--- src/hdl/imsc_pkg.sv ---
// Purpose: Shared constants for the input monitor and switch config block
// Assumes: AXI4-Lite, 32-bit data, one register per aligned word
// Notes: Register byte address is four times the register index
package imsc_pkg;
  localparam int ADDR_W = 12;
  localparam int DATA_W = 32;
  localparam int NUM_INPUTS = 14;
  localparam int REF_W = 4;
  localparam int OFFSET_W = 8;

  // Register indices and byte addresses
  localparam logic [7:0] IDX_DIV_LO = 8'h46;
  localparam logic [7:0] IDX_DIV_HI = 8'h47;
  localparam logic [7:0] IDX_CFG = 8'h48;
  localparam logic [7:0] IDX_GEN_LIM = 8'h49;
  localparam logic [7:0] IDX_SEL_LIM = 8'h4A;
  localparam logic [ADDR_W-1:0] ADDR_DIV_LO = {2'h0, IDX_DIV_LO, 2'h0};
  localparam logic [ADDR_W-1:0] ADDR_DIV_HI = {2'h0, IDX_DIV_HI, 2'h0};
  localparam logic [ADDR_W-1:0] ADDR_CFG = {2'h0, IDX_CFG, 2'h0};
  localparam logic [ADDR_W-1:0] ADDR_GEN_LIM = {2'h0, IDX_GEN_LIM, 2'h0};
  localparam logic [ADDR_W-1:0] ADDR_SEL_LIM = {2'h0, IDX_SEL_LIM, 2'h0};

  // Reset values
  localparam logic [7:0] RST_DIV_LO = 8'hFF;
  localparam logic [6:0] RST_DIV_HI = 7'h3F;
  localparam logic [7:0] RST_CFG = 8'h05;
  localparam logic [7:0] RST_LIM = 8'h23;

  // Configuration bit positions
  localparam int CFG_FMON_CLK = 7;
  localparam int CFG_REF_FAIL_PIN = 6;
  localparam int CFG_ULTRA_FAST = 5;
  localparam int CFG_EXT_SWITCH = 4;
  localparam int CFG_BO_FREEZE = 3;
  localparam int CFG_BO_ENABLE = 2;
  localparam int CFG_SOFT_EN = 1;
  localparam int CFG_HARD_EN = 0;

  // Limit nibble positions
  localparam int LIM_SOFT_LSB = 4;
  localparam int LIM_HARD_LSB = 0;
  localparam int LIM_W = 4;

  // Reference codes, one-based input numbers
  localparam logic [REF_W-1:0] REF_INPUT_THREE = 4'h3;
  localparam logic [REF_W-1:0] REF_INPUT_FOUR = 4'h4;
  localparam logic [REF_W-1:0] REF_INPUT_FIVE = 4'h5;
  localparam logic [REF_W-1:0] REF_INPUT_SIX = 4'h6;

  // Missing cycles at which ultra-fast mode drops the reference
  localparam logic [1:0] UFS_MISS_LIMIT = 2'h2;

  localparam logic [1:0] RESP_OKAY = 2'h0;
  localparam logic [1:0] RESP_SLVERR = 2'h2;
endpackage : imsc_pkg

--- src/hdl/imsc_top.sv ---
// Purpose: Input monitor and reference switch configuration registers
// Assumes: Offsets from frequency monitors in 3.81 ppm steps, signed
// Notes: Register access over AXI4-Lite, one write and one read at a time
// Behaviour
// - Fifteen-bit divider factor; input divided by factor+1
// - Bit 7 picks frequency monitor clock
// - Bit 6 lets failure pin follow status
// - Ultra-fast mode drops reference before three misses
// - External mode, pin high: input three or five
// - External mode, pin low: input four or six
// - External mode bit loaded from pin at reset
// - Auxiliary DPLL selection untouched by external mode
// - Freeze bit suppresses all build-out events
// - Enable bit: build-out on every reference change
// - Slave mode stores enable, reads zero, forces off
// - Bit 1 enables soft limit alarms
// - Bit 0 enables hard limit alarms
// - General upper nibble: soft limit for others
// - General lower nibble: hard limit for others
// - Hard alarm invalidates input; soft does not
// - Selected-reference limits for current main reference
//
// Our own choice: register access over AXI4-Lite.
module imsc_top
  import imsc_pkg::*;
(
  input wire logic aclk,
  input wire logic aresetn,
  input wire logic [ADDR_W-1:0] s_axi_awaddr,
  input wire logic [2:0] s_axi_awprot,
  input wire logic s_axi_awvalid,
  output logic s_axi_awready,
  input wire logic [DATA_W-1:0] s_axi_wdata,
  input wire logic [3:0] s_axi_wstrb,
  input wire logic s_axi_wvalid,
  output logic s_axi_wready,
  output logic [1:0] s_axi_bresp,
  output logic s_axi_bvalid,
  input wire logic s_axi_bready,
  input wire logic [ADDR_W-1:0] s_axi_araddr,
  input wire logic [2:0] s_axi_arprot,
  input wire logic s_axi_arvalid,
  output logic s_axi_arready,
  output logic [DATA_W-1:0] s_axi_rdata,
  output logic [1:0] s_axi_rresp,
  output logic s_axi_rvalid,
  input wire logic s_axi_rready,
  input wire logic switch_select_pin,
  input wire logic master_slave_select_pin,
  input wire logic selected_ref_failed,
  input wire logic [REF_W-1:0] normal_ref_sel,
  input wire logic input_three_prio_nonzero,
  input wire logic input_four_prio_nonzero,
  input wire logic [REF_W-1:0] aux_ref_sel_in,
  input wire logic missing_cycle,
  input wire logic ref_reacquire,
  input wire logic input_transient,
  input wire logic [NUM_INPUTS-1:0][OFFSET_W-1:0] freq_offset,
  input wire logic [NUM_INPUTS-1:0] activity_valid,
  output logic [14:0] prediv_factor,
  output logic [15:0] prediv_ratio,
  output logic freq_monitor_clock_sel,
  output logic ref_fail_pin,
  output logic ultra_fast_switch,
  output logic ref_disqualify,
  output logic [REF_W-1:0] main_ref_sel,
  output logic [REF_W-1:0] aux_ref_sel,
  output logic build_out_event,
  output logic zero_phase_lock,
  output logic [NUM_INPUTS-1:0] soft_alarm,
  output logic [NUM_INPUTS-1:0] hard_alarm,
  output logic [NUM_INPUTS-1:0] input_valid
);
  logic [7:0] div_lo_reg;
  logic [6:0] div_hi_reg;
  logic [7:0] div_lo_stage_reg;
  logic [6:0] div_hi_shadow_reg;
  logic [7:0] cfg_reg;
  logic [7:0] gen_lim_reg;
  logic [7:0] sel_lim_reg;
  logic [ADDR_W-1:0] aw_addr_reg;
  logic aw_full_reg;
  logic [DATA_W-1:0] w_data_reg;
  logic [3:0] w_strb_reg;
  logic w_full_reg;
  logic bvalid_reg;
  logic [1:0] bresp_reg;
  logic rvalid_reg;
  logic [1:0] rresp_reg;
  logic [DATA_W-1:0] rdata_reg;
  logic [REF_W-1:0] main_ref_reg;
  logic [REF_W-1:0] main_ref_next;
  logic [REF_W-1:0] aux_ref_reg;
  logic [1:0] miss_cnt_reg;
  logic disq_reg;
  logic bo_event_reg;
  logic ref_fail_reg;
  logic [NUM_INPUTS-1:0] soft_reg;
  logic [NUM_INPUTS-1:0] hard_reg;
  logic [NUM_INPUTS-1:0] valid_reg;
  logic wr_fire;
  logic rd_fire;
  logic wr_lane0;
  logic [7:0] rd_byte;
  logic rd_hit;
  logic wr_hit;
  logic bo_enable_eff;
  logic ref_change;

  // Write side: address and data may arrive in either order
  assign s_axi_awready = !aw_full_reg && !bvalid_reg;
  assign s_axi_wready = !w_full_reg && !bvalid_reg;
  assign wr_fire = aw_full_reg && w_full_reg && !bvalid_reg;
  assign wr_lane0 = w_strb_reg[0];
  assign s_axi_bvalid = bvalid_reg;
  assign s_axi_bresp = bresp_reg;

  always_ff @(posedge aclk) begin
    if (!aresetn) begin
      aw_full_reg <= 1'b0;
      aw_addr_reg <= '0;
    end else if (s_axi_awvalid && s_axi_awready) begin
      aw_full_reg <= 1'b1;
      aw_addr_reg <= s_axi_awaddr;
    end else if (wr_fire) begin
      aw_full_reg <= 1'b0;
    end
  end

  always_ff @(posedge aclk) begin
    if (!aresetn) begin
      w_full_reg <= 1'b0;
      w_data_reg <= '0;
      w_strb_reg <= '0;
    end else if (s_axi_wvalid && s_axi_wready) begin
      w_full_reg <= 1'b1;
      w_data_reg <= s_axi_wdata;
      w_strb_reg <= s_axi_wstrb;
    end else if (wr_fire) begin
      w_full_reg <= 1'b0;
    end
  end

  always_comb begin
    if (aw_addr_reg == ADDR_DIV_LO) begin
      wr_hit = 1'b1;
    end else if (aw_addr_reg == ADDR_DIV_HI) begin
      wr_hit = 1'b1;
    end else if (aw_addr_reg == ADDR_CFG) begin
      wr_hit = 1'b1;
    end else if (aw_addr_reg == ADDR_GEN_LIM) begin
      wr_hit = 1'b1;
    end else if (aw_addr_reg == ADDR_SEL_LIM) begin
      wr_hit = 1'b1;
    end else begin
      wr_hit = 1'b0;
    end
  end

  always_ff @(posedge aclk) begin
    if (!aresetn) begin
      bvalid_reg <= 1'b0;
      bresp_reg <= RESP_OKAY;
    end else if (wr_fire) begin
      bvalid_reg <= 1'b1;
      bresp_reg <= wr_hit ? RESP_OKAY : RESP_SLVERR;
    end else if (s_axi_bready) begin
      bvalid_reg <= 1'b0;
    end
  end

  // Low half is staged; the pair takes effect on the high write
  always_ff @(posedge aclk) begin
    if (!aresetn) begin
      div_lo_stage_reg <= RST_DIV_LO;
      div_lo_reg <= RST_DIV_LO;
      div_hi_reg <= RST_DIV_HI;
    end else if (wr_fire && wr_lane0) begin
      if (aw_addr_reg == ADDR_DIV_LO) begin
        div_lo_stage_reg <= w_data_reg[7:0];
      end else if (aw_addr_reg == ADDR_DIV_HI) begin
        div_lo_reg <= div_lo_stage_reg;
        div_hi_reg <= w_data_reg[6:0];
      end
    end
  end

  // Sync reset: the strap is sampled every reset cycle, last one kept
  always_ff @(posedge aclk) begin
    if (!aresetn) begin
      cfg_reg <= RST_CFG;
      cfg_reg[CFG_EXT_SWITCH] <= switch_select_pin;
    end else if (wr_fire && wr_lane0 && aw_addr_reg == ADDR_CFG) begin
      cfg_reg <= w_data_reg[7:0];
    end
  end

  always_ff @(posedge aclk) begin
    if (!aresetn) begin
      gen_lim_reg <= RST_LIM;
      sel_lim_reg <= RST_LIM;
    end else if (wr_fire && wr_lane0) begin
      if (aw_addr_reg == ADDR_GEN_LIM) begin
        gen_lim_reg <= w_data_reg[7:0];
      end else if (aw_addr_reg == ADDR_SEL_LIM) begin
        sel_lim_reg <= w_data_reg[7:0];
      end
    end
  end

  // Read side
  assign s_axi_arready = !rvalid_reg;
  assign rd_fire = s_axi_arvalid && s_axi_arready;
  assign s_axi_rvalid = rvalid_reg;
  assign s_axi_rresp = rresp_reg;
  assign s_axi_rdata = rdata_reg;
  assign bo_enable_eff = cfg_reg[CFG_BO_ENABLE] && master_slave_select_pin;

  always_comb begin
    rd_hit = 1'b1;
    if (s_axi_araddr == ADDR_DIV_LO) begin
      rd_byte = div_lo_reg;
    end else if (s_axi_araddr == ADDR_DIV_HI) begin
      rd_byte = {1'b0, div_hi_shadow_reg};
    end else if (s_axi_araddr == ADDR_CFG) begin
      rd_byte = cfg_reg;
      rd_byte[CFG_BO_ENABLE] = bo_enable_eff;
    end else if (s_axi_araddr == ADDR_GEN_LIM) begin
      rd_byte = gen_lim_reg;
    end else if (s_axi_araddr == ADDR_SEL_LIM) begin
      rd_byte = sel_lim_reg;
    end else begin
      rd_byte = 8'h00;
      rd_hit = 1'b0;
    end
  end

  always_ff @(posedge aclk) begin
    if (!aresetn) begin
      rvalid_reg <= 1'b0;
      rresp_reg <= RESP_OKAY;
      rdata_reg <= '0;
    end else if (rd_fire) begin
      rvalid_reg <= 1'b1;
      rresp_reg <= rd_hit ? RESP_OKAY : RESP_SLVERR;
      rdata_reg <= {24'h000000, rd_byte};
    end else if (s_axi_rready) begin
      rvalid_reg <= 1'b0;
    end
  end

  // High half captured with the low read so the pair is coherent
  always_ff @(posedge aclk) begin
    if (!aresetn) begin
      div_hi_shadow_reg <= RST_DIV_HI;
    end else if (rd_fire && s_axi_araddr == ADDR_DIV_LO) begin
      div_hi_shadow_reg <= div_hi_reg;
    end
  end

  assign prediv_factor = {div_hi_reg, div_lo_reg};
  // Factors above the documented maximum are passed on unchecked
  assign prediv_ratio = {1'b0, prediv_factor} + 16'h0001;
  assign freq_monitor_clock_sel = cfg_reg[CFG_FMON_CLK];
  assign ultra_fast_switch = cfg_reg[CFG_ULTRA_FAST];
  assign zero_phase_lock = !bo_enable_eff;

  always_ff @(posedge aclk) begin
    if (!aresetn) begin
      ref_fail_reg <= 1'b0;
    end else begin
      ref_fail_reg <= cfg_reg[CFG_REF_FAIL_PIN] &&
                      selected_ref_failed;
    end
  end
  assign ref_fail_pin = ref_fail_reg;

  // Reference steering for the main DPLL only
  always_comb begin
    if (cfg_reg[CFG_EXT_SWITCH] && switch_select_pin) begin
      main_ref_next = input_three_prio_nonzero ? REF_INPUT_THREE
                                               : REF_INPUT_FIVE;
    end else if (cfg_reg[CFG_EXT_SWITCH]) begin
      main_ref_next = input_four_prio_nonzero ? REF_INPUT_FOUR
                                              : REF_INPUT_SIX;
    end else begin
      main_ref_next = normal_ref_sel;
    end
  end
  assign ref_change = main_ref_next != main_ref_reg;

  always_ff @(posedge aclk) begin
    if (!aresetn) begin
      main_ref_reg <= '0;
      aux_ref_reg <= '0;
    end else begin
      main_ref_reg <= main_ref_next;
      aux_ref_reg <= aux_ref_sel_in;
    end
  end
  assign main_ref_sel = main_ref_reg;
  assign aux_ref_sel = aux_ref_reg;

  // Miss count restarts with each new reference
  always_ff @(posedge aclk) begin
    if (!aresetn) begin
      miss_cnt_reg <= '0;
      disq_reg <= 1'b0;
    end else if (ref_change) begin
      miss_cnt_reg <= '0;
      disq_reg <= 1'b0;
    end else if (missing_cycle && miss_cnt_reg != UFS_MISS_LIMIT) begin
      miss_cnt_reg <= miss_cnt_reg + 2'h1;
      if (ultra_fast_switch && miss_cnt_reg + 2'h1 == UFS_MISS_LIMIT) begin
        disq_reg <= 1'b1;
      end
    end
  end
  assign ref_disqualify = disq_reg;

  // Freeze wins over both transient and switch build-out
  always_ff @(posedge aclk) begin
    if (!aresetn) begin
      bo_event_reg <= 1'b0;
    end else begin
      bo_event_reg <= !cfg_reg[CFG_BO_FREEZE] &&
                      ((bo_enable_eff && (ref_change || ref_reacquire)) ||
                       input_transient);
    end
  end
  assign build_out_event = bo_event_reg;

  // Per-input frequency alarms, limit chosen by current reference
  for (genvar i = 0; i < NUM_INPUTS; i++) begin : g_mon
    logic is_sel;
    logic [LIM_W-1:0] soft_lim;
    logic [LIM_W-1:0] hard_lim;
    logic [OFFSET_W-1:0] mag;
    assign is_sel = main_ref_reg == REF_W'(i + 1);
    assign soft_lim = is_sel ? sel_lim_reg[LIM_SOFT_LSB +: LIM_W]
                             : gen_lim_reg[LIM_SOFT_LSB +: LIM_W];
    assign hard_lim = is_sel ? sel_lim_reg[LIM_HARD_LSB +: LIM_W]
                             : gen_lim_reg[LIM_HARD_LSB +: LIM_W];
    // Magnitude of most negative code wraps to 8'h80, read unsigned as 128
    assign mag = freq_offset[i][OFFSET_W-1] ? OFFSET_W'(-freq_offset[i])
                                             : freq_offset[i];
    always_ff @(posedge aclk) begin
      if (!aresetn) begin
        soft_reg[i] <= 1'b0;
        hard_reg[i] <= 1'b0;
        valid_reg[i] <= 1'b0;
      end else begin
        soft_reg[i] <= cfg_reg[CFG_SOFT_EN] &&
                       mag > {4'h0, soft_lim} + 8'h01;
        hard_reg[i] <= cfg_reg[CFG_HARD_EN] &&
                       mag > {4'h0, hard_lim} + 8'h01;
        valid_reg[i] <= activity_valid[i] &&
                        !(cfg_reg[CFG_HARD_EN] &&
                          mag > {4'h0, hard_lim} + 8'h01);
      end
    end
  end
  assign soft_alarm = soft_reg;
  assign hard_alarm = hard_reg;
  assign input_valid = valid_reg;
endmodule : imsc_top

--- config.mk ---
export PLATFORM = sky130hd
export DESIGN_NAME = imsc_top
export DESIGN_NICKNAME = d
export VERILOG_FILES = /design/src/hdl/imsc_pkg.sv /design/src/hdl/imsc_top.sv
export SDC_FILE = /design/constraint.sdc
export NUM_CORES = 1
export LEC_CHECK = 0
export BUFFER_PORTS_ARGS = -buffer_cell sky130_fd_sc_hd__clkbuf_2
export CORE_ASPECT_RATIO = 0.5
export CORE_UTILIZATION = 55
export CTS_CLUSTER_SIZE = 40
export DETAILED_ROUTE_END_ITERATION = 8
export GPL_TIMING_DRIVEN = 1
export PLACE_DENSITY = 0.84
export SLEW_MARGIN = 15
export SYNTH_ARGS = -nofsm -noshare
export SYNTH_HDL_FRONTEND = slang
export SYNTH_SLANG_ARGS = --single-unit
export TNS_END_PERCENT = 20
--- constraint.sdc ---
create_clock -name aclk -period 5.8 [get_ports aclk]
set_input_delay 1.16 -clock aclk [delete_from_list [all_inputs] [get_ports aclk]]
set_output_delay 1.16 -clock aclk [all_outputs]
set_load 0.05 [all_outputs]
==> impl_metrics.json <==
{
  "synth_warnings": 0,
  "async_flop_share_pct": 0,
  "cp_max_fo": 16,
  "period_share_pct": 67.4,
  "tightestPinTransition_ns": 1.15,
  "io_pins": 343,
  "cts_setup_buffers": 0,
  "ir_drop_uv": 210,
  "p_per_area_nw_per_um2": 183,
  "place_congestion": 0.855,
  "yosysSeqAreaShare_pct": 20.7,
  "required_ns": 6.14,
  "rows": 40,
  "p_leak_nw": 7.43,
  "fin_setup_tns_ns": 0,
  "end_kind": "flip-flop",
  "syn-cell-area_um2": 14000,
  "maxCapViolations": 0,
  "grt_pass1_vias": 12722,
  "ys_ff_latch": 144,
  "placed_area_um2": 15400,
  "cts_num_sinks": 144,
  "hold_class": "flip-flop to flip-flop",
  "cts_buffers": 17,
  "slew_headroom_pct": 23.3,
  "critical_path_class": "flip-flop to flip-flop",
  "hold_viol": 0,
  "final_cell_mix": "clkbuf_2 (283), nand2_1 (240), ha_1 (171)",
  "area_growth_pct": 14.5,
  "wl_mm": 39.1,
  "crit_arrival_ns": 4.25,
  "grt_overflow": 0,
  "grt_max_degree": 67,
  "ys.flop_type": "dfxtp_1",
  "io_buffer_count": 283,
  "period_minus_slack_ns": 3.91,
  "core_area_um2": 24500,
  "grt_pass1_wl_mm": 62.1,
  "diodes": 0,
  "ctsHoldBuffers": 0,
  "finClkSkew_ns": 0.00981,
  "cts_resized": 0,
  "wl_per_cell_um": 16.5,
  "die_w_um": 228,
  "clkSlewWorstSetupHoldPaths_ns": 0.07,
  "cts_tree": "yes",
  "clk_path_buf_depth": 2,
  "clkLatencyLatePin_ns": 0.45,
  "dr.pass1.iters": 6,
  "fillers": 2120,
  "cp-start-kind": "flip-flop",
  "die_y_um": 115,
  "via_count": 13609,
  "antenna_found_initial": 0,
  "fin_cells": 2366,
  "final_area_um2": 16000,
  "cts_max_level": 4,
  "root_buffer": "clkbuf_16",
  "route.detailed.drc": 0,
  "setup_viol": 0,
  "drive_gt1_share_pct": 18.5,
  "fin_nets": 2403,
  "rsz0062_at_grt": "no",
  "die_area_um2": 26100,
  "start_util_pct": 57.2,
  "yosysUniqueCellTypes": 69,
  "synth_area_per_cell_um2": 7.80,
  "drv_slew": 0,
  "max_freq_ghz": 0.256,
  "routed_via_density": 5.75,
  "status": "completed",
  "place_hpwl_mm": 28.1,
  "synth_cells": 1795,
  "antenna_left": 0,
  "grt_util_all_layers_pct": 30.0,
  "synth_edf_count": 1,
  "drt_iter0_drc": 956,
  "final_common_cell": "clkbuf_2",
  "place_inst": 2334
}
[cells by family (layout without fill, tap and decap cells)]
family,after synthesis,count (layout),synth area share (%)
XOR/XNOR,132,132,8.25
AND/OR/NAND/NOR,611,611,21.9
AO/OA/AOI/OAI,392,392,17.0
buffers and inverters,213,423,6.87
other,1,26,0.0268
adder cells (fa/ha/maj),171,171,15.3
flip-flops,144,144,20.7
multiplexers,131,131,10.0
[cells in the mapped netlist (5+ instances only)]
cell type / number / area (µm²)
a21o_1: 34 / 255
a21oi_1: 138 / 691
a221oi_1: 7 / 61.3
a2bb2oi_1: 7 / 61.3
and2_1: 10 / 62.6
and3_1: 10 / 62.6
buf_2: 13 / 65.1
buf_4: 31 / 233
clkbuf_1: 63 / 236
dfxtp_1: 143 / 2860
ha_1: 171 / 2140
inv_1: 99 / 372
mux2_2: 18 / 203
mux2i_1: 101 / 1010
nand2_1: 240 / 901
nand2b_1: 42 / 263
nand3_1: 65 / 325
nand4_1: 18 / 113
nor2_1: 119 / 447
nor2b_1: 21 / 131
nor3_1: 8 / 40.0
o2111a_1: 13 / 146
o211ai_1: 27 / 203
o21a_1: 15 / 113
o21ai_0: 112 / 561
o21ai_1: 5 / 25.0
o31ai_1: 6 / 45.0
o41ai_1: 7 / 61.3
or2_2: 9 / 56.3
or3_1: 26 / 163
or4b_1: 5 / 50.1
xnor2_1: 76 / 666
xor2_1: 56 / 490
[per-layer routing]
layer / wire length [µm] / vias to the layer above / GRT usage (%)
met5: 0 / - / 0
met4: 628 / 0 / 8.86
met3: 3280 / 52 / 6.41
met2: 18100 / 528 / 50.9
met1: 17000 / 6335 / 38.5
li1: - / 6694 / -
[worst paths after layout]
| kind | startpoint | endpoint | slack (ns) | depth (start not counted) |
|---|---|---|---|---|
| max | main_ref_sel[2] | input_valid[3] | 1.89 | 11 |
| min reg2reg | aw_addr_reg[8] | aw_addr_reg[8] | 0.46 | 2 |
| min | aw_addr_reg[8] | aw_addr_reg[8] | 0.46 | 2 |
| max reg2reg | main_ref_sel[2] | input_valid[3] | 1.89 | 11 |
[critical path: stages (launching register included)]
cell      delay [ns]
dfxtp_1         0.91
nor4b_2         1.05
mux2i_1         0.43
inv_1           0.08
ha_1            0.22
xor2_1          0.18
ha_1            0.31
nand2_1         0.05
o21ai_0         0.16
a21o_1          0.15
o211ai_1        0.09
o2111a_1        0.18
[layout make-up]
type	instances	area [µm²]	area share, %
clock buffer	17	425	2.65
clock inverter	15	189	1.18
tap	336	420	2.62
inverter	100	375	2.34
multi-input combinational	1463	10300	64.0
sequential	144	2890	18.0
timing repair buffer	291	1480	9.21
[power by group]
part / total [mW] / switching, mW / leakage (nW) / internal (mW)
Sequential: 1.06 / 0.0389 / 1.18 / 1.02
Clock: 1.14 / 0.553 / 0.298 / 0.586
Combinational: 0.732 / 0.448 / 5.95 / 0.283
Total: 2.93 / 1.04 / 7.43 / 1.89
[per-stage QoR]
step,setup WS [ns],utilization (%),hold WS [ns],power (mW)
detailed placement,1.84,63.0,0.446,1.80
floorplan,2.23,-,0.424,1.61
CTS,1.81,65.5,0.456,2.94
global route,1.59,65.5,0.491,3.07
global placement,1.89,63.0,0.439,1.78
finish,1.89,65.5,0.458,2.93
Power figures use the tool's default switching activity.
